$ cat src/include/brf_defs.svh
// constants for the banked cpu register file
`ifndef BRF_DEFS_SVH
`define BRF_DEFS_SVH

// status word fields
`define BRF_SW_MODE_BIT 30
`define BRF_SW_BANK_BIT 29
`define BRF_SW_BLOCK_BIT 28
`define BRF_SW_IMASK_HI 7
`define BRF_SW_IMASK_LO 4
`define BRF_SW_RESET 32'h700000F0
`define BRF_SW_PRIV_MASK 32'h700003F3
`define BRF_SW_USER_MASK 32'h00000303

// other reset values
`define BRF_PC_RESET 32'hA0000000
`define BRF_VBR_RESET 32'h00000000

// avalon byte offsets
`define BRF_OFS_STATUS 8'h00
`define BRF_OFS_VBR 8'h04
`define BRF_OFS_PC 8'h08
`define BRF_OFS_FAULTS 8'h0C

`endif

$ cat src/include/brf_pkg.sv
// types for the banked cpu register file
package brf_pkg;

  typedef enum logic [3:0] {
    BRF_CTL_STATUS = 4'h0,
    BRF_CTL_GBASE = 4'h1,
    BRF_CTL_SSTATUS = 4'h2,
    BRF_CTL_SPC = 4'h3,
    BRF_CTL_VBASE = 4'h4,
    BRF_CTL_MULTIPLY_ACCUMULATE_HIGH = 4'h5,
    BRF_CTL_MULTIPLY_ACCUMULATE_LOW = 4'h6,
    BRF_CTL_LINK = 4'h7,
    BRF_CTL_PC = 4'h8
  } brf_ctl_t;

  typedef enum logic [1:0] {
    BRF_AV_IDLE = 2'b00,
    BRF_AV_DONE = 2'b01
  } brf_av_t;

endpackage

$ cat src/verilog/brf_register_file.sv
// banked general/control/system register file with mode permission logic
`timescale 1ns/1ns
`include "brf_defs.svh"

module brf_register_file
  import brf_pkg::*;
#(
  parameter int DW = 32
) (
  // clock, reset, enable
  input wire logic clk_sys,
  input wire logic rst_n,
  input wire logic clkEn,
  // general register ports
  input wire logic [3:0] rdIdxA,
  input wire logic [3:0] rdIdxB,
  output logic [DW-1:0] rdDataA,
  output logic [DW-1:0] rdDataB,
  input wire logic gprWe,
  input wire logic [3:0] gprWrIdx,
  input wire logic [DW-1:0] gprWrData,
  // other-bank access by control load/store
  input wire logic altRe,
  input wire logic altWe,
  input wire logic [2:0] altIdx,
  input wire logic [DW-1:0] altWrData,
  output logic [DW-1:0] altRdData,
  // control and system register access
  input wire logic ctlRe,
  input wire logic ctlWe,
  input wire brf_ctl_t ctlSel,
  input wire logic [DW-1:0] ctlWrData,
  output logic [DW-1:0] ctlRdData,
  output logic accessFault,
  // exception entry and return
  input wire logic excTake,
  input wire logic excReturn,
  input wire logic pcWe,
  input wire logic [DW-1:0] pcNext,
  // state view
  output logic [DW-1:0] statusWord,
  output logic [DW-1:0] progCounter,
  output logic privMode,
  // avalon-mm slave
  input wire logic [7:0] avAddress,
  input wire logic avRead,
  input wire logic avWrite,
  input wire logic [31:0] avWriteData,
  output logic [31:0] avReadData,
  output logic avWaitRequest
);

  // ----------------------------------------------------------------
  // storage
  // ----------------------------------------------------------------
  logic [DW-1:0] bank0Q [8];
  logic [DW-1:0] bank1Q [8];
  logic [DW-1:0] highQ [8];
  logic [DW-1:0] statusQ, ssrQ, spcQ, gbrQ, vbrQ;
  logic [DW-1:0] machQ, maclQ, linkQ, pcQ;
  logic [DW-1:0] rdDataAQ, rdDataBQ, altRdQ, ctlRdQ;
  logic faultQ;
  logic [15:0] faultCntQ;
  logic mode, bankSel, useBank1, ctlOk, altOk, avAckQ, avSwWr;
  brf_av_t avStateQ;

  // mode bit alone picks user or privileged
  // mode from status
  assign mode = statusQ[`BRF_SW_MODE_BIT];
  assign bankSel = statusQ[`BRF_SW_BANK_BIT];
  assign useBank1 = mode & bankSel;
  assign altOk = mode;

  // ----------------------------------------------------------------
  // helpers
  // ----------------------------------------------------------------
  // sixteen: low eight from one of two banks, high eight unbanked
  function automatic logic [DW-1:0] gprRead(input logic [3:0] idx);
    if (idx[3]) begin
      gprRead = highQ[idx[2:0]];
    end else if (useBank1) begin
      gprRead = bank1Q[idx[2:0]];
    end else begin
      gprRead = bank0Q[idx[2:0]];
    end
  endfunction

  function automatic logic ctlAllowed(input brf_ctl_t sel, input logic md);
    case (sel)
      BRF_CTL_SSTATUS, BRF_CTL_SPC, BRF_CTL_VBASE: ctlAllowed = md;
      BRF_CTL_STATUS, BRF_CTL_GBASE, BRF_CTL_MULTIPLY_ACCUMULATE_HIGH, BRF_CTL_MULTIPLY_ACCUMULATE_LOW,
      BRF_CTL_LINK, BRF_CTL_PC: ctlAllowed = 1'b1;
      default: ctlAllowed = 1'b0;
    endcase
  endfunction

  // keeps protected status bits unless privileged
  function automatic logic [DW-1:0] swMerge(input logic [DW-1:0] old,
                                            input logic [DW-1:0] wr,
                                            input logic md);
    logic [DW-1:0] m;
    m = md ? `BRF_SW_PRIV_MASK : `BRF_SW_USER_MASK;
    swMerge = (old & ~m) | (wr & m);
  endfunction

  assign ctlOk = ctlAllowed(ctlSel, mode);

  // ----------------------------------------------------------------
  // general registers
  // ----------------------------------------------------------------
  always_ff @(posedge clk_sys) begin
    if (clkEn) begin
      if (gprWe && gprWrIdx[3]) begin
        highQ[gprWrIdx[2:0]] <= gprWrData;
      end else if (gprWe && useBank1) begin
        bank1Q[gprWrIdx[2:0]] <= gprWrData;
      end else if (gprWe) begin
        bank0Q[gprWrIdx[2:0]] <= gprWrData;
      end
      // other bank by control ops
      // alt port never targets the bank the gpr port writes
      if (altWe && altOk) begin
        if (bankSel) begin
          bank0Q[altIdx] <= altWrData;
        end else begin
          bank1Q[altIdx] <= altWrData;
        end
      end
    end
  end

  always_ff @(posedge clk_sys) begin
    if (!rst_n) begin
      rdDataAQ <= '0;
      rdDataBQ <= '0;
      altRdQ <= '0;
    end else if (clkEn) begin
      rdDataAQ <= gprRead(rdIdxA);
      rdDataBQ <= gprRead(rdIdxB);
      if (altRe && altOk) begin
        altRdQ <= bankSel ? bank0Q[altIdx] : bank1Q[altIdx];
      end
    end
  end

  // ----------------------------------------------------------------
  // status word, saved state, pc
  // ----------------------------------------------------------------
  always_ff @(posedge clk_sys) begin
    if (!rst_n) begin
      statusQ <= `BRF_SW_RESET;
      ssrQ <= '0;
      spcQ <= '0;
      pcQ <= `BRF_PC_RESET;
    end else if (clkEn) begin
      if (excTake) begin
        ssrQ <= statusQ;
        spcQ <= pcQ;
        statusQ <= statusQ | (DW'(1) << `BRF_SW_MODE_BIT)
                   | (DW'(1) << `BRF_SW_BANK_BIT)
                   | (DW'(1) << `BRF_SW_BLOCK_BIT);
      end else if (excReturn) begin
        statusQ <= ssrQ & `BRF_SW_PRIV_MASK;
        pcQ <= spcQ;
      end else begin
        if (ctlWe && ctlOk) begin
          case (ctlSel)
            BRF_CTL_STATUS: statusQ <= swMerge(statusQ, ctlWrData, mode);
            BRF_CTL_SSTATUS: ssrQ <= ctlWrData;
            BRF_CTL_SPC: spcQ <= ctlWrData;
            default: ;
          endcase
        end else if (avSwWr) begin
          statusQ <= swMerge(statusQ, avWriteData, 1'b1);
        end
        if (ctlWe && ctlOk && ctlSel == BRF_CTL_PC) begin
          pcQ <= ctlWrData;
        end else if (pcWe) begin
          pcQ <= pcNext;
        end
      end
    end
  end

  always_ff @(posedge clk_sys) begin
    if (!rst_n) begin
      vbrQ <= `BRF_VBR_RESET;
      gbrQ <= '0;
      machQ <= '0;
      maclQ <= '0;
      linkQ <= '0;
    end else if (clkEn) begin
      if (ctlWe && ctlOk) begin
        case (ctlSel)
          BRF_CTL_GBASE: gbrQ <= ctlWrData;
          BRF_CTL_VBASE: vbrQ <= ctlWrData;
          BRF_CTL_MULTIPLY_ACCUMULATE_HIGH: machQ <= ctlWrData;
          BRF_CTL_MULTIPLY_ACCUMULATE_LOW: maclQ <= ctlWrData;
          BRF_CTL_LINK: linkQ <= ctlWrData;
          default: ;
        endcase
      end else if (avAckQ == 1'b1 && avWrite
                   && avAddress == `BRF_OFS_VBR) begin
        vbrQ <= avWriteData;
      end
    end
  end

  // ----------------------------------------------------------------
  // control reads and faults
  // ----------------------------------------------------------------
  always_ff @(posedge clk_sys) begin
    if (!rst_n) begin
      ctlRdQ <= '0;
      faultQ <= 1'b0;
      faultCntQ <= '0;
    end else if (clkEn) begin
      faultQ <= ((ctlRe || ctlWe) && !ctlOk) || ((altRe || altWe) && !altOk);
      if (((ctlRe || ctlWe) && !ctlOk) || ((altRe || altWe) && !altOk)) begin
        faultCntQ <= faultCntQ + 16'h0001;
      end
      if (ctlRe && ctlOk) begin
        case (ctlSel)
          BRF_CTL_STATUS: ctlRdQ <= statusQ;
          BRF_CTL_GBASE: ctlRdQ <= gbrQ;
          BRF_CTL_SSTATUS: ctlRdQ <= ssrQ;
          BRF_CTL_SPC: ctlRdQ <= spcQ;
          BRF_CTL_VBASE: ctlRdQ <= vbrQ;
          BRF_CTL_MULTIPLY_ACCUMULATE_HIGH: ctlRdQ <= machQ;
          BRF_CTL_MULTIPLY_ACCUMULATE_LOW: ctlRdQ <= maclQ;
          BRF_CTL_LINK: ctlRdQ <= linkQ;
          default: ctlRdQ <= pcQ;
        endcase
      end else if (ctlRe) begin
        ctlRdQ <= '0;
      end
    end
  end

  // ----------------------------------------------------------------
  // avalon slave, one wait state
  // ----------------------------------------------------------------
  assign avSwWr = avAckQ && avWrite && avAddress == `BRF_OFS_STATUS;
  assign avAckQ = (avStateQ == BRF_AV_DONE);
  assign avWaitRequest = (avRead || avWrite) && !avAckQ;

  always_ff @(posedge clk_sys) begin
    if (!rst_n) begin
      avStateQ <= BRF_AV_IDLE;
      avReadData <= '0;
    end else if (clkEn) begin
      case (avStateQ)
        BRF_AV_IDLE: begin
          if (avRead || avWrite) begin
            avStateQ <= BRF_AV_DONE;
          end
          if (avRead) begin
            if (avAddress == `BRF_OFS_STATUS) begin
              avReadData <= statusQ;
            end else if (avAddress == `BRF_OFS_VBR) begin
              avReadData <= vbrQ;
            end else if (avAddress == `BRF_OFS_PC) begin
              avReadData <= pcQ;
            end else if (avAddress == `BRF_OFS_FAULTS) begin
              avReadData <= {16'h0000, faultCntQ};
            end else begin
              avReadData <= 32'h00000000;
            end
          end
        end
        default: avStateQ <= BRF_AV_IDLE;
      endcase
    end
  end

  // ----------------------------------------------------------------
  // outputs
  // ----------------------------------------------------------------
  assign rdDataA = rdDataAQ;
  assign rdDataB = rdDataBQ;
  assign altRdData = altRdQ;
  assign ctlRdData = ctlRdQ;
  assign accessFault = faultQ;
  assign statusWord = statusQ;
  assign progCounter = pcQ;
  assign privMode = mode;

  // ----------------------------------------------------------------
  // checks
  // ----------------------------------------------------------------
  property p_excMode;
    @(posedge clk_sys) disable iff (!rst_n)
    clkEn && excTake |=> statusQ[`BRF_SW_MODE_BIT]
      && statusQ[`BRF_SW_BLOCK_BIT] && statusQ[`BRF_SW_BANK_BIT];
  endproperty
  a_excMode: assert property (p_excMode)
    else $error("mode not forced on exception");

  property p_excSave;
    @(posedge clk_sys) disable iff (!rst_n)
    clkEn && excTake |=> ssrQ == $past(statusQ) && spcQ == $past(pcQ);
  endproperty
  a_excSave: assert property (p_excSave)
    else $error("state not saved on exception");

  property p_resetVal;
    @(posedge clk_sys) disable iff (!rst_n)
    $rose(rst_n) |-> statusQ == `BRF_SW_RESET && pcQ == `BRF_PC_RESET;
  endproperty
  a_resetVal: assert property (p_resetVal)
    else $error("wrong reset value");

  property p_userAlt;
    @(posedge clk_sys) disable iff (!rst_n)
    clkEn && (altRe || altWe) && !mode |=> accessFault;
  endproperty
  a_userAlt: assert property (p_userAlt)
    else $error("user mode reached other bank");

  property p_userSw;
    @(posedge clk_sys) disable iff (!rst_n)
    clkEn && !mode && !excTake && !excReturn && !avSwWr
      |=> (statusQ & ~`BRF_SW_USER_MASK) == ($past(statusQ) & ~`BRF_SW_USER_MASK);
  endproperty
  a_userSw: assert property (p_userSw)
    else $error("protected status bit changed in user mode");

  property p_privOnly;
    @(posedge clk_sys) disable iff (!rst_n)
    clkEn && ctlWe && !mode && ctlSel == BRF_CTL_VBASE
      && !(avWrite && avAckQ) |=> accessFault && $stable(vbrQ);
  endproperty
  a_privOnly: assert property (p_privOnly)
    else $error("privileged register written in user mode");

  property p_anyMode;
    @(posedge clk_sys) disable iff (!rst_n)
    clkEn && ctlRe && !ctlWe && !altRe && !altWe && (ctlSel == BRF_CTL_GBASE
      || ctlSel == BRF_CTL_STATUS || ctlSel == BRF_CTL_MULTIPLY_ACCUMULATE_HIGH
      || ctlSel == BRF_CTL_LINK) |=> !accessFault;
  endproperty
  a_anyMode: assert property (p_anyMode)
    else $error("mode-free register refused");

  property p_pcAny;
    @(posedge clk_sys) disable iff (!rst_n)
    clkEn && ctlWe && ctlSel == BRF_CTL_PC && !excTake && !excReturn
      |=> pcQ == $past(ctlWrData);
  endproperty
  a_pcAny: assert property (p_pcAny)
    else $error("pc write lost");

  property p_bank1Wr;
    @(posedge clk_sys) disable iff (!rst_n)
    clkEn && gprWe && !gprWrIdx[3] && useBank1
      |=> bank1Q[3'($past(gprWrIdx))] == $past(gprWrData);
  endproperty
  a_bank1Wr: assert property (p_bank1Wr)
    else $error("bank one write missed");

endmodule

$ cat config.mk
export PLATFORM = sky130hd
export DESIGN_NAME = brf_register_file
export DESIGN_NICKNAME = d
export VERILOG_FILES = /design/src/include/brf_pkg.sv /design/src/verilog/brf_register_file.sv
export VERILOG_INCLUDE_DIRS = /design/src /design/src/include
export SDC_FILE = /design/constraint.sdc
export NUM_CORES = 2
export LEC_CHECK = 0
export BUFFER_PORTS_ARGS = -buffer_cell sky130_fd_sc_hd__buf_2
export CAP_MARGIN = 20
export CORE_MARGIN = 5
export CORE_UTILIZATION = 60
export CTS_CLUSTER_DIAMETER = 120
export CTS_CLUSTER_SIZE = 25
export DETAILED_ROUTE_END_ITERATION = 12
export HOLD_SLACK_MARGIN = 0.08
export PLACE_DENSITY = 0.78
export SLEW_MARGIN = 20
export SYNTH_ARGS = -nofsm -noshare
export SYNTH_HDL_FRONTEND = slang
export SYNTH_SLANG_ARGS = --single-unit
$ cat constraint.sdc
create_clock -name clk_sys -period 5.1 [get_ports clk_sys]
set_input_delay 0.255 -clock clk_sys [delete_from_list [all_inputs] [get_ports clk_sys]]
set_output_delay 0.255 -clock clk_sys [all_outputs]
set_load 0.01 [all_outputs]
==> summary.txt <==
Synth
  – Top cell types by occurrence after synthesis: edfxtp_1, nand2_1, dfxtp_1, mux2i_1, mux4_2
  – Netlist Area Pre-Place: roughly 0.058 sq mm
  – Area share of and/or/nand/nor cells after synthesis: 0.0658
  – Portion of netlist area occupied by mux cells: 0.219
  – Xor-xnor portion of the synthesized cell area: 0.00211
  – Post-synthesis compound-gate area fraction: 0.129
  – Synthesized instance count: 4567
  – Dominant cell type by area after synthesis: edfxtp_1
  – Prevailing post-synth register cell: edfxtp_1
  – Share of synthesized area occupied by flip-flops and latches: 0.551
  – Main combinational cell family by area after synthesis: multiplexers
  – Share of the synthesized area in the top cell type: 0.398
  – Leading cell type by number of instances after synthesis: edfxtp_1
  – Number of unique standard cell types used by synthesis: 66
  – Share of synthesized registers carrying an async set or reset: 0
  – Total of warnings raised by yosys: 0
  – Largest cells by area after synthesis: edfxtp_1, dfxtp_1, mux4_2
  – Post-synth EDFFs: 768
  – Post-synthesis adder-cell area fraction: 0.000216
  – Flip-flop and latch count after synthesis: around 1200
  – Synthesized area per cell: 12.7 sq um

Clock tree
  – Level count of the clock H-tree: 2
  – Num Clock Sinks: 1213
  – Clock latency reported for the late side of the worst-skew pair: ~710 ps
  – Clock transition time at the flip-flop clock pins of the worst setup and hold paths: ~110 ps
  – CTS root buf: clkbuf_16
  – CTS tree: done
  – Total of hold buffers inserted after clock tree synthesis: 166
  – Longest Clk Path Bufs: 3
  – Total of cells resized after clock tree synthesis: 0
  – Number of post-CTS setup repair buffers: 0
  – Number of buffers created by CTS: 54

Worst setup path
  – Critical path, cell by cell: and3_1, nand2_2, nor2_1, a21oi_1, nor2_4, buf_4
  – Data required time of the critical path: between 5000 and 6000 ps
  – CP endpoint kind: flip-flop
  – Endpoint of the worst register-to-register path: bank0Q[5][12]
  – CP Max Fanout: 24
  – Critical Path Start Type: flip-flop
  – Worst stage delay on the critical path: approximately 940 ps
  – Endpoint arrival time on the critical path: between 4000 and 5000 ps
  – R2R setup slack: 1350 ps
  – Reg2Reg Depth: 6
  – Classification of the worst setup path: reg2reg
  – Cell with the biggest individual delay on the critical path: nor2_4
  – Worst flop-to-flop path startpoint: statusWord[30]

Place
  – Pre-CTS setup slack: around 1500 ps
  – DP HPWL: about 130000 um
  – Final weighted congestion in routability-driven placement: 0.934
  – Count of port buffers added during placement: 405

Timing
  – Final number of max-transition violations: 0
  – Summed negative setup slack over all endpoints: 0 ps
  – Least-Margin Pin Slew: ~1300 ps
  – Headroom to the max-slew limit: 0.159
  – Setup slack of the critical path after layout: between 1000 and 1500 ps
  – Worst clock skew on the final layout: about 39 ps
  – Unrepaired setup endpoints after global routing: no
  – Crit share post-route: 0.736
  – Count of final setup violators: 0
  – Hold Fails Final Rpt: 0
  – Achievable Freq: roughly 270 MHz
  – Shortest clock period the worst path allows after layout: 3750 ps
  – Worst hold margin: ~130 ps

Route
  – Routed len/inst: approximately 34 um
  – Total routed wirelength: 209000 um
  – Via count: 46000
  – Remaining antenna violation count: 0
  – Remaining routing DRC violations: 0
  – Initial drt markers: slightly below 8000
  – Number of iterations in the first detailed-routing pass: 6
  – Avg Vias per Cell: 7.41

Layout
  – Nets: ~5100
  – Number of fill cells in the layout: 6713
  – Layout Area Growth over Synthesis: 11.2%
  – Ratio of cells with drive above 1 in the final layout: 0.215

Min path
  – WHS Path Cells: 2
  – Hold EP: bank1Q[0][4]
  – Hold path startpoint: altWrData[4]
  – Worst hold path class: in2reg

Floorplan
  – Starting utilization of the core area: 0.602
  – Number of top-level pins: about 430
  – Cell Rows: 114
  – Core area: between 0.09 and 0.1 sq mm
  – Floorplan die width: 321 um
  – Area of the die: around 0.10 sq mm
  – Die H: ~320 um

Flow run
  – Number of maximum-capacitance constraint violations: 0

Power and ir drop
  – Static leakage power: 22.9 nW
  – Peak VDD IR: roughly 0.32 mV
  – Pwr dens: 287 mW/mm^2

Global route
  – Largest net degree at the start of global routing: 129
  – Antenna violations before repair: 11
  – Number of global-route vias before repair: approximately 45000
  – Wire length of the first global-routing pass: roughly 300000 um
  – Remaining Overflow, GRT: 0
  – Total GRT Usage: 0.393

Outcome
  – Outcome: complete, no violations
[per-stage QoR]
stage / cell area [sq um] / utilization / instances / power (mW)
after floorplan: 58100 / - / 4587 / 12.4
final: 64500 / 0.670 / 6208 / 18.5
after global routing: 64500 / 0.670 / 6201 / 18.9
after global placement: 61100 / 0.634 / 5932 / 13.3
after CTS: 64400 / 0.669 / 6196 / 18.3
after detailed placement: 61200 / 0.636 / 5938 / 13.3
[final cells by class]
type                            count  area, sq um  share of cell area
Tap cell                         1276         1600              0.0248
Inverter                           13         56.3            0.000873
Clock buffer                       89         1500              0.0233
Sequential cell                  1213        32000               0.496
Clock inverter                      3         26.3            0.000407
Multi-Input combinational cell   2916        24500               0.380
Antenna cell                       10         25.0            0.000388
Timing Repair Buffer              688         4790              0.0742
[worst max-delay path, delay by kind of cell (launching register included)]
family	cells	cell delay [ps]
simple gates	4	2040
compound gates	1	120
buf+inv	1	350
flops	1	910
[routing by layer]
layer,vias up,track usage,share of wire
li1,18329,-,-
met2,4385,0.592,0.44
met1,22244,0.503,0.32
met4,12,0.211,0.071
met5,-,0.00417,0.00055
met3,1030,0.142,0.17
[power by group]
part	internal, mW	switching (mW)	total (mW)
clock network	2.04	3.13	5.17
logic	0.912	1.57	2.48
registers	10.7	0.187	10.8
[how the worst max path moves through the flow]
stage                     depth (start not counted)      startpoint       endpoint  slack, ps
after floorplan                                   6           clkEn    highQ[0][0]       1020
after global placement                            5  statusWord[30]  bank0Q[7][15]       1560
after detailed placement                          6  statusWord[30]  bank0Q[4][29]       1540
after CTS                                         6  statusWord[30]  bank0Q[4][19]       1490
after global routing                              6  statusWord[30]   bank0Q[1][2]       1310
final                                             6  statusWord[30]  bank0Q[5][12]       1350
[logic make-up after synthesis]
kind of cell / count (synthesis)
AOI/OAI and AO/OA: 1121
buffers and inverters: 458
muxes: 834
adders and majority gates: 1
and+or+nand+nor: 925
DFF: 1213
other: 1
xor gates and xnor gates: 14
[layout by cell type, fill, tap and decap left out, drive strengths merged, types with 31 or more instances in the layout]
| cell type | netlist | final |
|---|---|---|
| clkbuf | 325 | 90 |
| dfxtp | 445 | 445 |
| dlygate4sd3 | 0 | 166 |
| a22o | 31 | 31 |
| mux4 | 340 | 340 |
| nor2 | 229 | 229 |
| o31ai | 70 | 70 |
| buf | 120 | 521 |
| nand2 | 543 | 543 |
| a211oi | 84 | 84 |
| a22oi | 271 | 271 |
| o22ai | 68 | 68 |
| o211ai | 69 | 69 |
| a21oi | 296 | 296 |
| nor3 | 35 | 35 |
| mux2i | 432 | 432 |
| mux2 | 62 | 62 |
| edfxtp | 768 | 768 |
| nor2b | 34 | 34 |
| o21ai | 133 | 133 |
[state kept, by name, indices dropped and copies added, names as in the netlist]
register and flops:
statusWord 11, progCounter 32, rdDataA 32, machQ 32, ssrQ 32, linkQ 32
bank0Q 256, bank1Q 256, ctlRdData 32, faultCntQ 16, highQ 256, accessFault 1
altRdData 32, gbrQ 32, avReadData 32, avStateQ 1, vbrQ 32, spcQ 32
rdDataB 32, maclQ 32
No activity file was read; power rests on OpenSTA's default activity.
